===== config.mk =====
export PLATFORM = sky130hd
export DESIGN_NAME = scl_ctrl
export DESIGN_NICKNAME = d
export VERILOG_FILES = /design/src/scl_pkg.sv /design/src/scl_sync.sv /design/src/scl_ctrl.sv
export SDC_FILE = /design/constraint.sdc
export NUM_CORES = 1
export LEC_CHECK = 0
export BUFFER_PORTS_ARGS = -buffer_cell sky130_fd_sc_hd__buf_2
export CORE_ASPECT_RATIO = 0.7
export CORE_MARGIN = 2
export CORE_UTILIZATION = 35
export CTS_CLUSTER_SIZE = 20
export DETAILED_ROUTE_END_ITERATION = 6
export GPL_ROUTABILITY_DRIVEN = 1
export PLACE_DENSITY_LB_ADDON = 0.05
export SLEW_MARGIN = 20
export SYNTH_ARGS = -nofsm -noshare
export SYNTH_HDL_FRONTEND = slang
export SYNTH_SLANG_ARGS = --single-unit

===== constraint.sdc =====
create_clock -name pclk -period 2.6 [get_ports pclk]
set_input_delay 0.26 -clock pclk [delete_from_list [all_inputs] [get_ports pclk]]
set_output_delay 0.26 -clock pclk [all_outputs]
set_load 0.05 [all_outputs]

===== src/scl_pkg.sv =====
/*
  Shared definitions for the synthesizer calibration and lock control block:
  APB register offsets, field positions, reset values, timing constants,
  and the packed carrier structs.
  Assumes a 32-bit APB bus and a single 100 MHz pclk domain.
*/
package scl_pkg;

  // apb register byte offsets
  localparam logic [7:0] OFF_REG_ZERO = 8'h00; // register zero: cal enable, sleep, order
  localparam logic [7:0] OFF_CFG = 8'h04; // lock detect and sensor configuration
  localparam logic [7:0] OFF_OUT = 8'h08; // output source and divider taps
  localparam logic [7:0] OFF_SEED = 8'h0C; // modulator seed
  localparam logic [7:0] OFF_STATUS = 8'h10; // lock and cal state, read only
  localparam logic [7:0] OFF_CALRES = 8'h14; // calibration results, read only
  localparam logic [7:0] OFF_TEMP = 8'h18; // temperature code, read only
  localparam logic [7:0] OFF_IRQ_STAT = 8'h1C; // sticky events, write one to clear
  localparam logic [7:0] OFF_IRQ_MASK = 8'h20; // interrupt mask

  // register zero fields
  localparam int R0_CAL_EN_BIT = 0;
  localparam int R0_SLEEP_BIT = 1;
  localparam int R0_ORDER_LSB = 2;
  // cfg fields
  localparam int CFG_TUNE_CHK_BIT = 0;
  localparam int CFG_TEMP_EN_BIT = 1;
  localparam int CFG_BYPASS_BIT = 2;
  localparam int CFG_DLY_LSB = 8;
  // output fields
  localparam int OUT_SRC_A_LSB = 0;
  localparam int OUT_SRC_B_LSB = 2;
  localparam int OUT_DIV_A_LSB = 4;
  localparam int OUT_DIV_B_LSB = 8;

  // field values
  localparam logic [1:0] SRC_DOUBLER = 2'h2; // output takes the doubled oscillator
  localparam logic [2:0] DIV_LOG_MIN = 3'h1; // divide by 2
  localparam logic [2:0] DIV_LOG_MAX = 3'h7; // divide by 128
  localparam logic [1:0] ORDER_INTEGER = 2'h0;
  localparam logic [17:0] LOCK_DLY_MULT = 18'h00004; // delay counted in 4 pd cycles

  // interrupt event bits
  localparam int EV_CAL_DONE = 0;
  localparam int EV_LOCK_LOST = 1;
  localparam int EV_DIV_FIXUP = 2;
  localparam int EV_W = 3;

  // reset values
  localparam logic [31:0] RST_REG_ZERO = 32'h0000_0000;
  localparam logic [31:0] RST_CFG = 32'h0000_0000;
  localparam logic [31:0] RST_OUT = 32'h0000_0011;

  // calibration phases
  typedef enum logic [2:0] {
    SCL_IDLE, SCL_FREQ, SCL_AMP, SCL_FILT, SCL_DELAY
  } scl_phase_t;

  // results handed back by the analog calibration engines
  typedef struct packed {
    logic [2:0] core;
    logic [7:0] cap_code;
    logic [7:0] amp_code;
  } scl_cal_res_t;

  // controls steering the analog section
  typedef struct packed {
    logic sleep;
    logic [1:0] modulator_order;
    logic [31:0] modulator_seed;
    logic seed_apply;
    logic [1:0] src_a;
    logic [1:0] src_b;
    logic [2:0] div_log_a;
    logic [2:0] div_log_b;
    logic doubler_a;
    logic doubler_b;
  } scl_ctrl_t;

endpackage : scl_pkg


===== src/scl_sync.sv =====
/*
  Three-stage synchroniser with agreement filter for asynchronous pins.
  Assumes pclk domain; the output changes only when stages two and three agree.
*/
`timescale 1ns/1ps
module scl_sync #(
  parameter logic RST_VAL = 1'b0
) (
  // clock and reset
  input wire logic pclk,
  input wire logic presetn,
  // pin side
  input wire logic pin_in,
  // synchronised level
  output logic level_out
);

  // stage 0 is only read by stage 1
  typedef struct packed {
    logic [2:0] stg;
    logic level;
  } scl_sync_st_t;

  scl_sync_st_t st_reg;
  scl_sync_st_t st_next;

  // shift and accept a change once the last two stages agree
  always_comb begin
    st_next = st_reg;
    st_next.stg = {st_reg.stg[1:0], pin_in};
    if (st_reg.stg[2] == st_reg.stg[1]) begin
      st_next.level = st_reg.stg[2];
    end
  end

  // register the state
  always_ff @(posedge pclk or negedge presetn) begin
    if (!presetn) begin
      st_reg <= {{3{RST_VAL}}, RST_VAL};
    end else begin
      st_reg <= st_next;
    end
  end

  assign level_out = st_reg.level;

endmodule : scl_sync


===== src/scl_ctrl.sv =====
/*
  Calibration, lock detect and status control of a wideband synthesizer.
  Holds the APB register file, sequences frequency, amplitude and filter
  calibration on register zero writes with cal enable set, builds the lock pin and interrupt.
  Assumes the analog engines return done pulses in pclk domain and that
  chip enable and the tuning-voltage comparator are asynchronous pins.
*/
// The implementer's own choices: the address map and register access over APB.
`timescale 1ns/1ps
module scl_ctrl #(
  parameter int DLY_W = 16 // width of the lock indicate delay field
) (
  // apb slave
  input wire logic pclk,
  input wire logic presetn,
  input wire logic psel,
  input wire logic penable,
  input wire logic pwrite,
  input wire logic [7:0] paddr,
  input wire logic [31:0] pwdata,
  output logic [31:0] prdata,
  output logic pready,
  output logic pslverr,
  // pins
  input wire logic chip_enable_pin,
  input wire logic tune_in_range_pin,
  input wire logic pd_tick,
  output logic lock_pin,
  output logic irq,
  // analog engines
  input wire logic freq_cal_done,
  input wire logic amp_cal_done,
  input wire logic filt_cal_done,
  input wire scl_pkg::scl_cal_res_t cal_res,
  input wire logic [10:0] temperature_code,
  output logic freq_cal_start,
  output logic amp_cal_start,
  output logic filt_cal_start,
  output logic temp_sensor_enable,
  output scl_pkg::scl_ctrl_t ctrl
);

  // every piece of state in one struct
  typedef struct packed {
    logic [31:0] r0;
    logic [31:0] cfg;
    logic [31:0] outsel;
    logic [31:0] seed;
    logic [scl_pkg::EV_W-1:0] ev;
    logic [scl_pkg::EV_W-1:0] mask;
    scl_pkg::scl_phase_t phase;
    logic [DLY_W+1:0] dly_cnt;
    logic cal_ok;
    logic lock;
    logic irq;
    logic [31:0] prdata;
    logic pready;
    logic pslverr;
    logic fstart;
    logic astart;
    logic tstart;
    logic pend_amp;
    scl_pkg::scl_ctrl_t ctrl;
  } scl_st_t;

  scl_st_t st_reg;
  scl_st_t st_next;
  logic ce_sync;
  logic tune_ok_sync;

  // chip enable crosses from a pin
  scl_sync #(.RST_VAL(1'b0)) u_ce_sync (
    .pclk(pclk),
    .presetn(presetn),
    .pin_in(chip_enable_pin),
    .level_out(ce_sync)
  );

  // tuning replica comparator crosses from the analog side
  scl_sync #(.RST_VAL(1'b0)) u_tune_sync (
    .pclk(pclk),
    .presetn(presetn),
    .pin_in(tune_in_range_pin),
    .level_out(tune_ok_sync)
  );

  // clamp a divider tap to the legal power-of-two range
  function automatic logic [2:0] clamp_div(input logic [2:0] v);
    if (v < scl_pkg::DIV_LOG_MIN) begin
      return scl_pkg::DIV_LOG_MIN;
    end
    return v; // 3-bit field cannot pass 128
  endfunction : clamp_div

  // decode of a readable address
  function automatic logic addr_known(input logic [7:0] a);
    return a inside {scl_pkg::OFF_REG_ZERO, scl_pkg::OFF_CFG, scl_pkg::OFF_OUT,
                     scl_pkg::OFF_SEED, scl_pkg::OFF_STATUS, scl_pkg::OFF_CALRES,
                     scl_pkg::OFF_TEMP, scl_pkg::OFF_IRQ_STAT, scl_pkg::OFF_IRQ_MASK};
  endfunction : addr_known

  // next-state logic: bus, sequencer, lock, interrupt, outputs
  always_comb begin
    logic acc;
    logic wr;
    logic r0_wr;
    logic [scl_pkg::EV_W-1:0] ev_set;
    logic [scl_pkg::EV_W-1:0] ev_clr;
    logic bypass;
    logic tune_chk;
    logic [DLY_W-1:0] dly;
    logic [2:0] da;
    logic [2:0] db;
    logic fixup;
    logic lock_n;
    acc = 1'b0;
    wr = 1'b0;
    r0_wr = 1'b0;
    ev_set = '0;
    ev_clr = '0;
    bypass = 1'b0;
    tune_chk = 1'b0;
    dly = '0;
    da = '0;
    db = '0;
    fixup = 1'b0;
    lock_n = 1'b0;
    st_next = st_reg;
    st_next.fstart = 1'b0;
    st_next.astart = 1'b0;
    st_next.tstart = 1'b0;

    // apb: answer one cycle after the access phase begins
    acc = psel && penable && !st_reg.pready;
    wr = acc && pwrite;
    st_next.pready = acc;
    st_next.pslverr = acc && !addr_known(paddr);
    if (acc && !pwrite) begin
      unique case (paddr)
        scl_pkg::OFF_REG_ZERO: st_next.prdata = st_reg.r0;
        scl_pkg::OFF_CFG: st_next.prdata = st_reg.cfg;
        scl_pkg::OFF_OUT: st_next.prdata = st_reg.outsel;
        scl_pkg::OFF_SEED: st_next.prdata = st_reg.seed;
        scl_pkg::OFF_STATUS: st_next.prdata = {26'h0000000, st_reg.phase,
                                               st_reg.ctrl.sleep, tune_ok_sync,
                                               st_reg.lock};
        scl_pkg::OFF_CALRES: st_next.prdata = {13'h0000, cal_res};
        scl_pkg::OFF_TEMP: st_next.prdata = st_reg.cfg[scl_pkg::CFG_TEMP_EN_BIT] ?
                                            {21'h000000, temperature_code} :
                                            32'h0000_0000;
        scl_pkg::OFF_IRQ_STAT: st_next.prdata = {29'h00000000, st_reg.ev};
        scl_pkg::OFF_IRQ_MASK: st_next.prdata = {29'h00000000, st_reg.mask};
        default: st_next.prdata = 32'h0000_0000;
      endcase
    end

    // writes are taken even while asleep
    if (wr) begin
      unique case (paddr)
        scl_pkg::OFF_REG_ZERO: begin
          st_next.r0 = pwdata;
          r0_wr = 1'b1;
        end
        scl_pkg::OFF_CFG: st_next.cfg = pwdata;
        scl_pkg::OFF_OUT: st_next.outsel = pwdata;
        scl_pkg::OFF_SEED: st_next.seed = pwdata;
        scl_pkg::OFF_IRQ_STAT: ev_clr = pwdata[scl_pkg::EV_W-1:0];
        scl_pkg::OFF_IRQ_MASK: st_next.mask = pwdata[scl_pkg::EV_W-1:0];
        default: ;
      endcase
    end

    bypass = st_reg.cfg[scl_pkg::CFG_BYPASS_BIT];
    tune_chk = st_reg.cfg[scl_pkg::CFG_TUNE_CHK_BIT];
    dly = st_reg.cfg[scl_pkg::CFG_DLY_LSB +: DLY_W];

    // calibration sequencer: frequency, amplitude, filter, delay
    unique case (st_reg.phase)
      scl_pkg::SCL_IDLE: begin
        if (st_reg.pend_amp) begin
          st_next.astart = 1'b1;
          st_next.pend_amp = 1'b0;
        end
      end
      scl_pkg::SCL_FREQ: begin
        if (freq_cal_done) begin
          st_next.phase = scl_pkg::SCL_AMP;
          st_next.astart = 1'b1;
        end
      end
      scl_pkg::SCL_AMP: begin
        if (amp_cal_done) begin
          st_next.phase = scl_pkg::SCL_FILT;
          st_next.tstart = 1'b1;
        end
      end
      scl_pkg::SCL_FILT: begin
        if (filt_cal_done) begin
          st_next.phase = scl_pkg::SCL_DELAY;
          st_next.dly_cnt = tune_chk ?
            (DLY_W+2)'(scl_pkg::LOCK_DLY_MULT * dly) : '0;
        end
      end
      scl_pkg::SCL_DELAY: begin
        if (st_reg.dly_cnt == '0) begin
          st_next.phase = scl_pkg::SCL_IDLE;
          st_next.cal_ok = 1'b1;
          ev_set[scl_pkg::EV_CAL_DONE] = 1'b1;
        end else if (pd_tick) begin
          st_next.dly_cnt = st_reg.dly_cnt - 1'b1;
        end
      end
      // unused phase codes fall back to idle rather than hang
      default: st_next.phase = scl_pkg::SCL_IDLE;
    endcase

    // a register zero write with cal enable set restarts calibration from the top
    if (r0_wr) begin
      if (pwdata[scl_pkg::R0_CAL_EN_BIT]) begin
        st_next.phase = scl_pkg::SCL_FREQ;
        st_next.fstart = 1'b1;
        st_next.cal_ok = 1'b0;
        st_next.pend_amp = 1'b0;
      end else if (st_reg.phase == scl_pkg::SCL_IDLE) begin
        st_next.astart = 1'b1;
      end else begin
        st_next.pend_amp = 1'b1; // run after the running sequence
      end
    end

    // lock: calibration status combined with tuning range
    if (bypass) begin
      lock_n = tune_ok_sync;
    end else begin
      lock_n = st_next.cal_ok && (!tune_chk || tune_ok_sync);
    end
    if (st_reg.ctrl.sleep) begin
      lock_n = 1'b0;
    end
    st_next.lock = lock_n;
    ev_set[scl_pkg::EV_LOCK_LOST] = st_reg.lock && !lock_n;

    // shared divider: 128 on one side drags the other to 128 as well
    da = clamp_div(st_reg.outsel[scl_pkg::OUT_DIV_A_LSB +: 3]);
    db = clamp_div(st_reg.outsel[scl_pkg::OUT_DIV_B_LSB +: 3]);
    if (da == scl_pkg::DIV_LOG_MAX && db != scl_pkg::DIV_LOG_MAX) begin
      db = scl_pkg::DIV_LOG_MAX;
      fixup = 1'b1;
    end else if (db == scl_pkg::DIV_LOG_MAX && da != scl_pkg::DIV_LOG_MAX) begin
      da = scl_pkg::DIV_LOG_MAX;
      fixup = 1'b1;
    end
    // level event: while the clash persists a clear cannot win over it
    ev_set[scl_pkg::EV_DIV_FIXUP] = fixup;

    // analog controls
    st_next.ctrl.sleep = !ce_sync || st_reg.r0[scl_pkg::R0_SLEEP_BIT];
    st_next.ctrl.modulator_order = st_reg.r0[scl_pkg::R0_ORDER_LSB +: 2];
    st_next.ctrl.modulator_seed = st_reg.seed;
    st_next.ctrl.seed_apply = st_next.ctrl.modulator_order != scl_pkg::ORDER_INTEGER;
    st_next.ctrl.src_a = st_reg.outsel[scl_pkg::OUT_SRC_A_LSB +: 2];
    st_next.ctrl.src_b = st_reg.outsel[scl_pkg::OUT_SRC_B_LSB +: 2];
    st_next.ctrl.doubler_a = st_next.ctrl.src_a == scl_pkg::SRC_DOUBLER;
    st_next.ctrl.doubler_b = st_next.ctrl.src_b == scl_pkg::SRC_DOUBLER;
    st_next.ctrl.div_log_a = da;
    st_next.ctrl.div_log_b = db;

    // sticky events: a set in the same cycle as its clear wins
    st_next.ev = (st_reg.ev & ~ev_clr) | ev_set;
    st_next.irq = |(st_next.ev & st_next.mask);
  end

  // the whole state is registered here
  always_ff @(posedge pclk or negedge presetn) begin
    if (!presetn) begin
      st_reg <= '0;
      st_reg.r0 <= scl_pkg::RST_REG_ZERO;
      st_reg.cfg <= scl_pkg::RST_CFG;
      st_reg.outsel <= scl_pkg::RST_OUT;
      st_reg.phase <= scl_pkg::SCL_IDLE;
      st_reg.ctrl.sleep <= 1'b1;
      st_reg.ctrl.div_log_a <= scl_pkg::DIV_LOG_MIN;
      st_reg.ctrl.div_log_b <= scl_pkg::DIV_LOG_MIN;
    end else begin
      st_reg <= st_next;
    end
  end

  // outputs straight from the state flip-flops
  assign prdata = st_reg.prdata;
  assign pready = st_reg.pready;
  assign pslverr = st_reg.pslverr;
  assign lock_pin = st_reg.lock;
  assign irq = st_reg.irq;
  assign freq_cal_start = st_reg.fstart;
  assign amp_cal_start = st_reg.astart;
  assign filt_cal_start = st_reg.tstart;
  assign temp_sensor_enable = st_reg.cfg[scl_pkg::CFG_TEMP_EN_BIT];
  assign ctrl = st_reg.ctrl;

endmodule : scl_ctrl


==> results_dict.tcl <==
set metrics [dict create \
    cts.path.max_buffers 3 \
    synth_cell_type_count 67 \
    pwr-share-seq_pct 42.6 \
    maxCapViolCount 0 \
    rows 54 \
    coreArea_mm2 0.03128 \
    initial_core_util_pct 35.75 \
    power_frac_comb_pct 16.3 \
    syn_nets 974 \
    dp_hpwl_mm 21.06 \
    register_area_mm2 0.006312 \
    grt.total_usage_pct 18.92 \
    grt_antenna_before_repair 0 \
    drive_gt1_share_pct 39.41 \
    clock_latency_ns 0.55 \
    viasPerCell 5.168 \
    cts_tree "done" \
    hold_violations 0 \
    grt_pass1_wl_mm 48.91 \
    final_core_util_pct 42.85 \
    relSlewSlack_pct 51.28 \
    synth_flop_cell "dfrtp_1" \
    die_h_um 153.5 \
    layout_commonest_cell "dfrtp_1" \
    status "completed" \
    fin_skew_ns 0.01669 \
    fin_cells 1468 \
    grt.overflow.total 0 \
    fmax_mhz 436.1 \
    synthArstFlopShare_pct 100.0 \
    synthCells 889 \
    vias 7586 \
    slew_viol_final 0 \
    worstPathArrival_ns 2.78 \
    cts-root-buf "clkbuf_16" \
    ys_ff_latch 252 \
    setup_violations 0 \
    post_cts_buffers 0 \
    synthTopCellsByArea "dfrtp_1 55%, mux2_2 12%, buf_4 5.6%" \
    htreeDepth 1 \
    ant_nets 0 \
    required_ns 3.09 \
    hp-class "in -> reg" \
    yosys_warnings 0 \
    cts.clk_slew.worst_paths_ns 0.06 \
    num_io_pins 169 \
    path_max_fanout 15 \
    synth_edf_count 0 \
    largest_reg_flops 118 \
    p_int_mw 7.110 \
    cts_buffers 28 \
    gp_congestion 0.7930 \
    die_width_um 217.6 \
    synth_top_cell_area_share_pct 55.28 \
    swShare_pct 29.16 \
    start_kind "flop" \
    final_nets 1111 \
    yosysSeqAreaShare_pct 56.45 \
    dp.cells 1388 \
    p_sw_mw 2.927 \
    multi_input_area_mm2 0.003976 \
    first_pass_iters 5 \
    period_share_pct 88.19 \
    grt_pass1_vias 7917 \
    cts_resized 0 \
    wl_per_cell_um 21.35 \
    p_leak_nw 6.547 \
    n_antenna_cell 0 \
    drc 0 \
    first_iter_violations 516 \
    area_growth_pct 19.88 \
    die-area_mm2 0.03342 \
    fillers 2969 \
    tightest_slew_ns 0.7309 \
    clockPowerShare_pct 41.1 \
    final_cell_mix "247 x dfrtp_1, 167 x buf_2, 118 x mux2_2" \
    total_power_mw 10.04 \
    syn_avg_cell_area_um2 12.58 \
    fin_tns_setup_ns 0 \
    path_class "reg -> reg" \
    grt_max_degree 82 \
    peakVddDrop_uv 421.3 \
    cts_num_sinks 252 \
    grt_setup_unrepaired "false" \
    cp-end-kind "flop" \
    wl_mm 31.34 \
    syn_area_mm2 0.01118 \
    yosysTopAreaCell "dfrtp_1" \
    numPortBuffers 168 \
    power_density_mw_per_mm2 748.8 \
    min_period_ns 2.293 \
]
## area by class of cell
cell class	count	share of cell area [%]
Timing Repair Buffer	239	11.87
Inverter	14	0.3920
Tap cell	420	3.920
Sequential cell	252	47.09
Clock buffer	39	5.768
Clock inverter	13	1.297
Multi-Input combinational cell	491	29.66
## critical path: stages (launching register included)
cell,delay [ns]
dfrtp_1,0.40
or4_1,0.66
nor4_4,0.37
a41oi_4,0.20
nor2_4,0.38
mux2_2,0.23
## final timing paths
kind	from	endpoint	slack, ns	cells after the start
hold / removal	pwdata[15]	st_reg[195]$_DFFE_PN0P_	0.02	2
hold reg to reg	u_tune_sync.st_next[2]$_DFF_PN0_	u_tune_sync.st_next[3]$_DFF_PN0_	0.35	0
min in group asynchronous	presetn	u_ce_sync.st_reg[3]$_DFF_PN0_	0.29	2
setup reg to reg	st_reg[103]$_DFFE_PN0P_	st_reg[89]$_DFFE_PN0P_	0.31	5
max in group asynchronous	presetn	st_next[38]$_DFFE_PN0P_	1.46	3
setup / recovery	st_reg[103]$_DFFE_PN0P_	st_reg[89]$_DFFE_PN0P_	0.31	5
## timing repair
item | in CTS | in global routing
setup endpoints to repair | 0 | 0
hold buffers | 28 | 0
endpoints found under the hold margin | 163 | 0
## per-layer routing
| layer | track usage (%) | vias up | wire length, um | share of wire (%) |
|---|---|---|---|---|
| li1 | - | 3498 | - | - |
| met2 | 28.13 | 160 | 13370 | 43 |
| met3 | 3.680 | 31 | 1462 | 4.7 |
| met1 | 28.68 | 3897 | 16010 | 51 |
| met4 | 3.588 | 0 | 497 | 1.6 |
| met5 | 0 | - | 0 | 0 |
## through the flow
stage / area (um2) / setup WS (ns) / hold slack, ns
after floorplan: 11180 / 0.5077 / -0.03559
after global placement: 12180 / 0.3381 / 0.3119
after detailed placement: 12180 / 0.3067 / 0.3043
after CTS: 13410 / 0.2786 / 0.009122
after global routing: 13410 / 0.1773 / 0.007526
final: 13410 / 0.3071 / 0.02330
## Yosys cell counts (3+ instances only)
library cell,count
dfrtp_1,247
mux2_2,118
buf_4,83
nor2_1,54
nand2_1,32
a22oi_1,26
a31oi_1,25
clkbuf_1,23
a222oi_1,21
nor3_1,18
a21oi_1,17
buf_2,16
o2bb2ai_1,15
inv_1,14
o21ai_0,14
nand4_1,12
mux2i_1,11
mux2_4,10
a221oi_1,8
o21ai_1,8
o22ai_1,8
nand3_1,7
buf_6,6
dfstp_2,5
nand2b_1,5
nor4_1,5
a32o_1,4
and3_1,4
buf_1,4
ha_1,4
or4_1,4
a22o_1,3
and2_1,3
mux2_1,3
mux4_2,3
nor2b_1,3
nor3b_1,3
or2_2,3
## power groups by stage
stage	Sequential, mW	Combinational [mW]	Clock (mW)
floorplan	4.34	1.16	0
global placement	4.35	1.61	0
detailed placement	4.35	1.61	0
CTS	4.28	1.65	4.24
global route	4.31	1.77	4.40
finish	4.28	1.63	4.13
## cell families (layout without fill, tap and decap cells)
kind of cell / after synthesis / in the layout / synth area share (%)
buffers and inverters: 146 / 305 / 8.269
AOI/OAI and AO/OA: 169 / 169 / 11.31
adders and majority gates: 6 / 6 / 0.6266
muxes: 145 / 145 / 15.12
and+or+nand+nor: 171 / 171 / 8.224
DFF: 252 / 252 / 56.45
(Power assumes the default switching activity.)
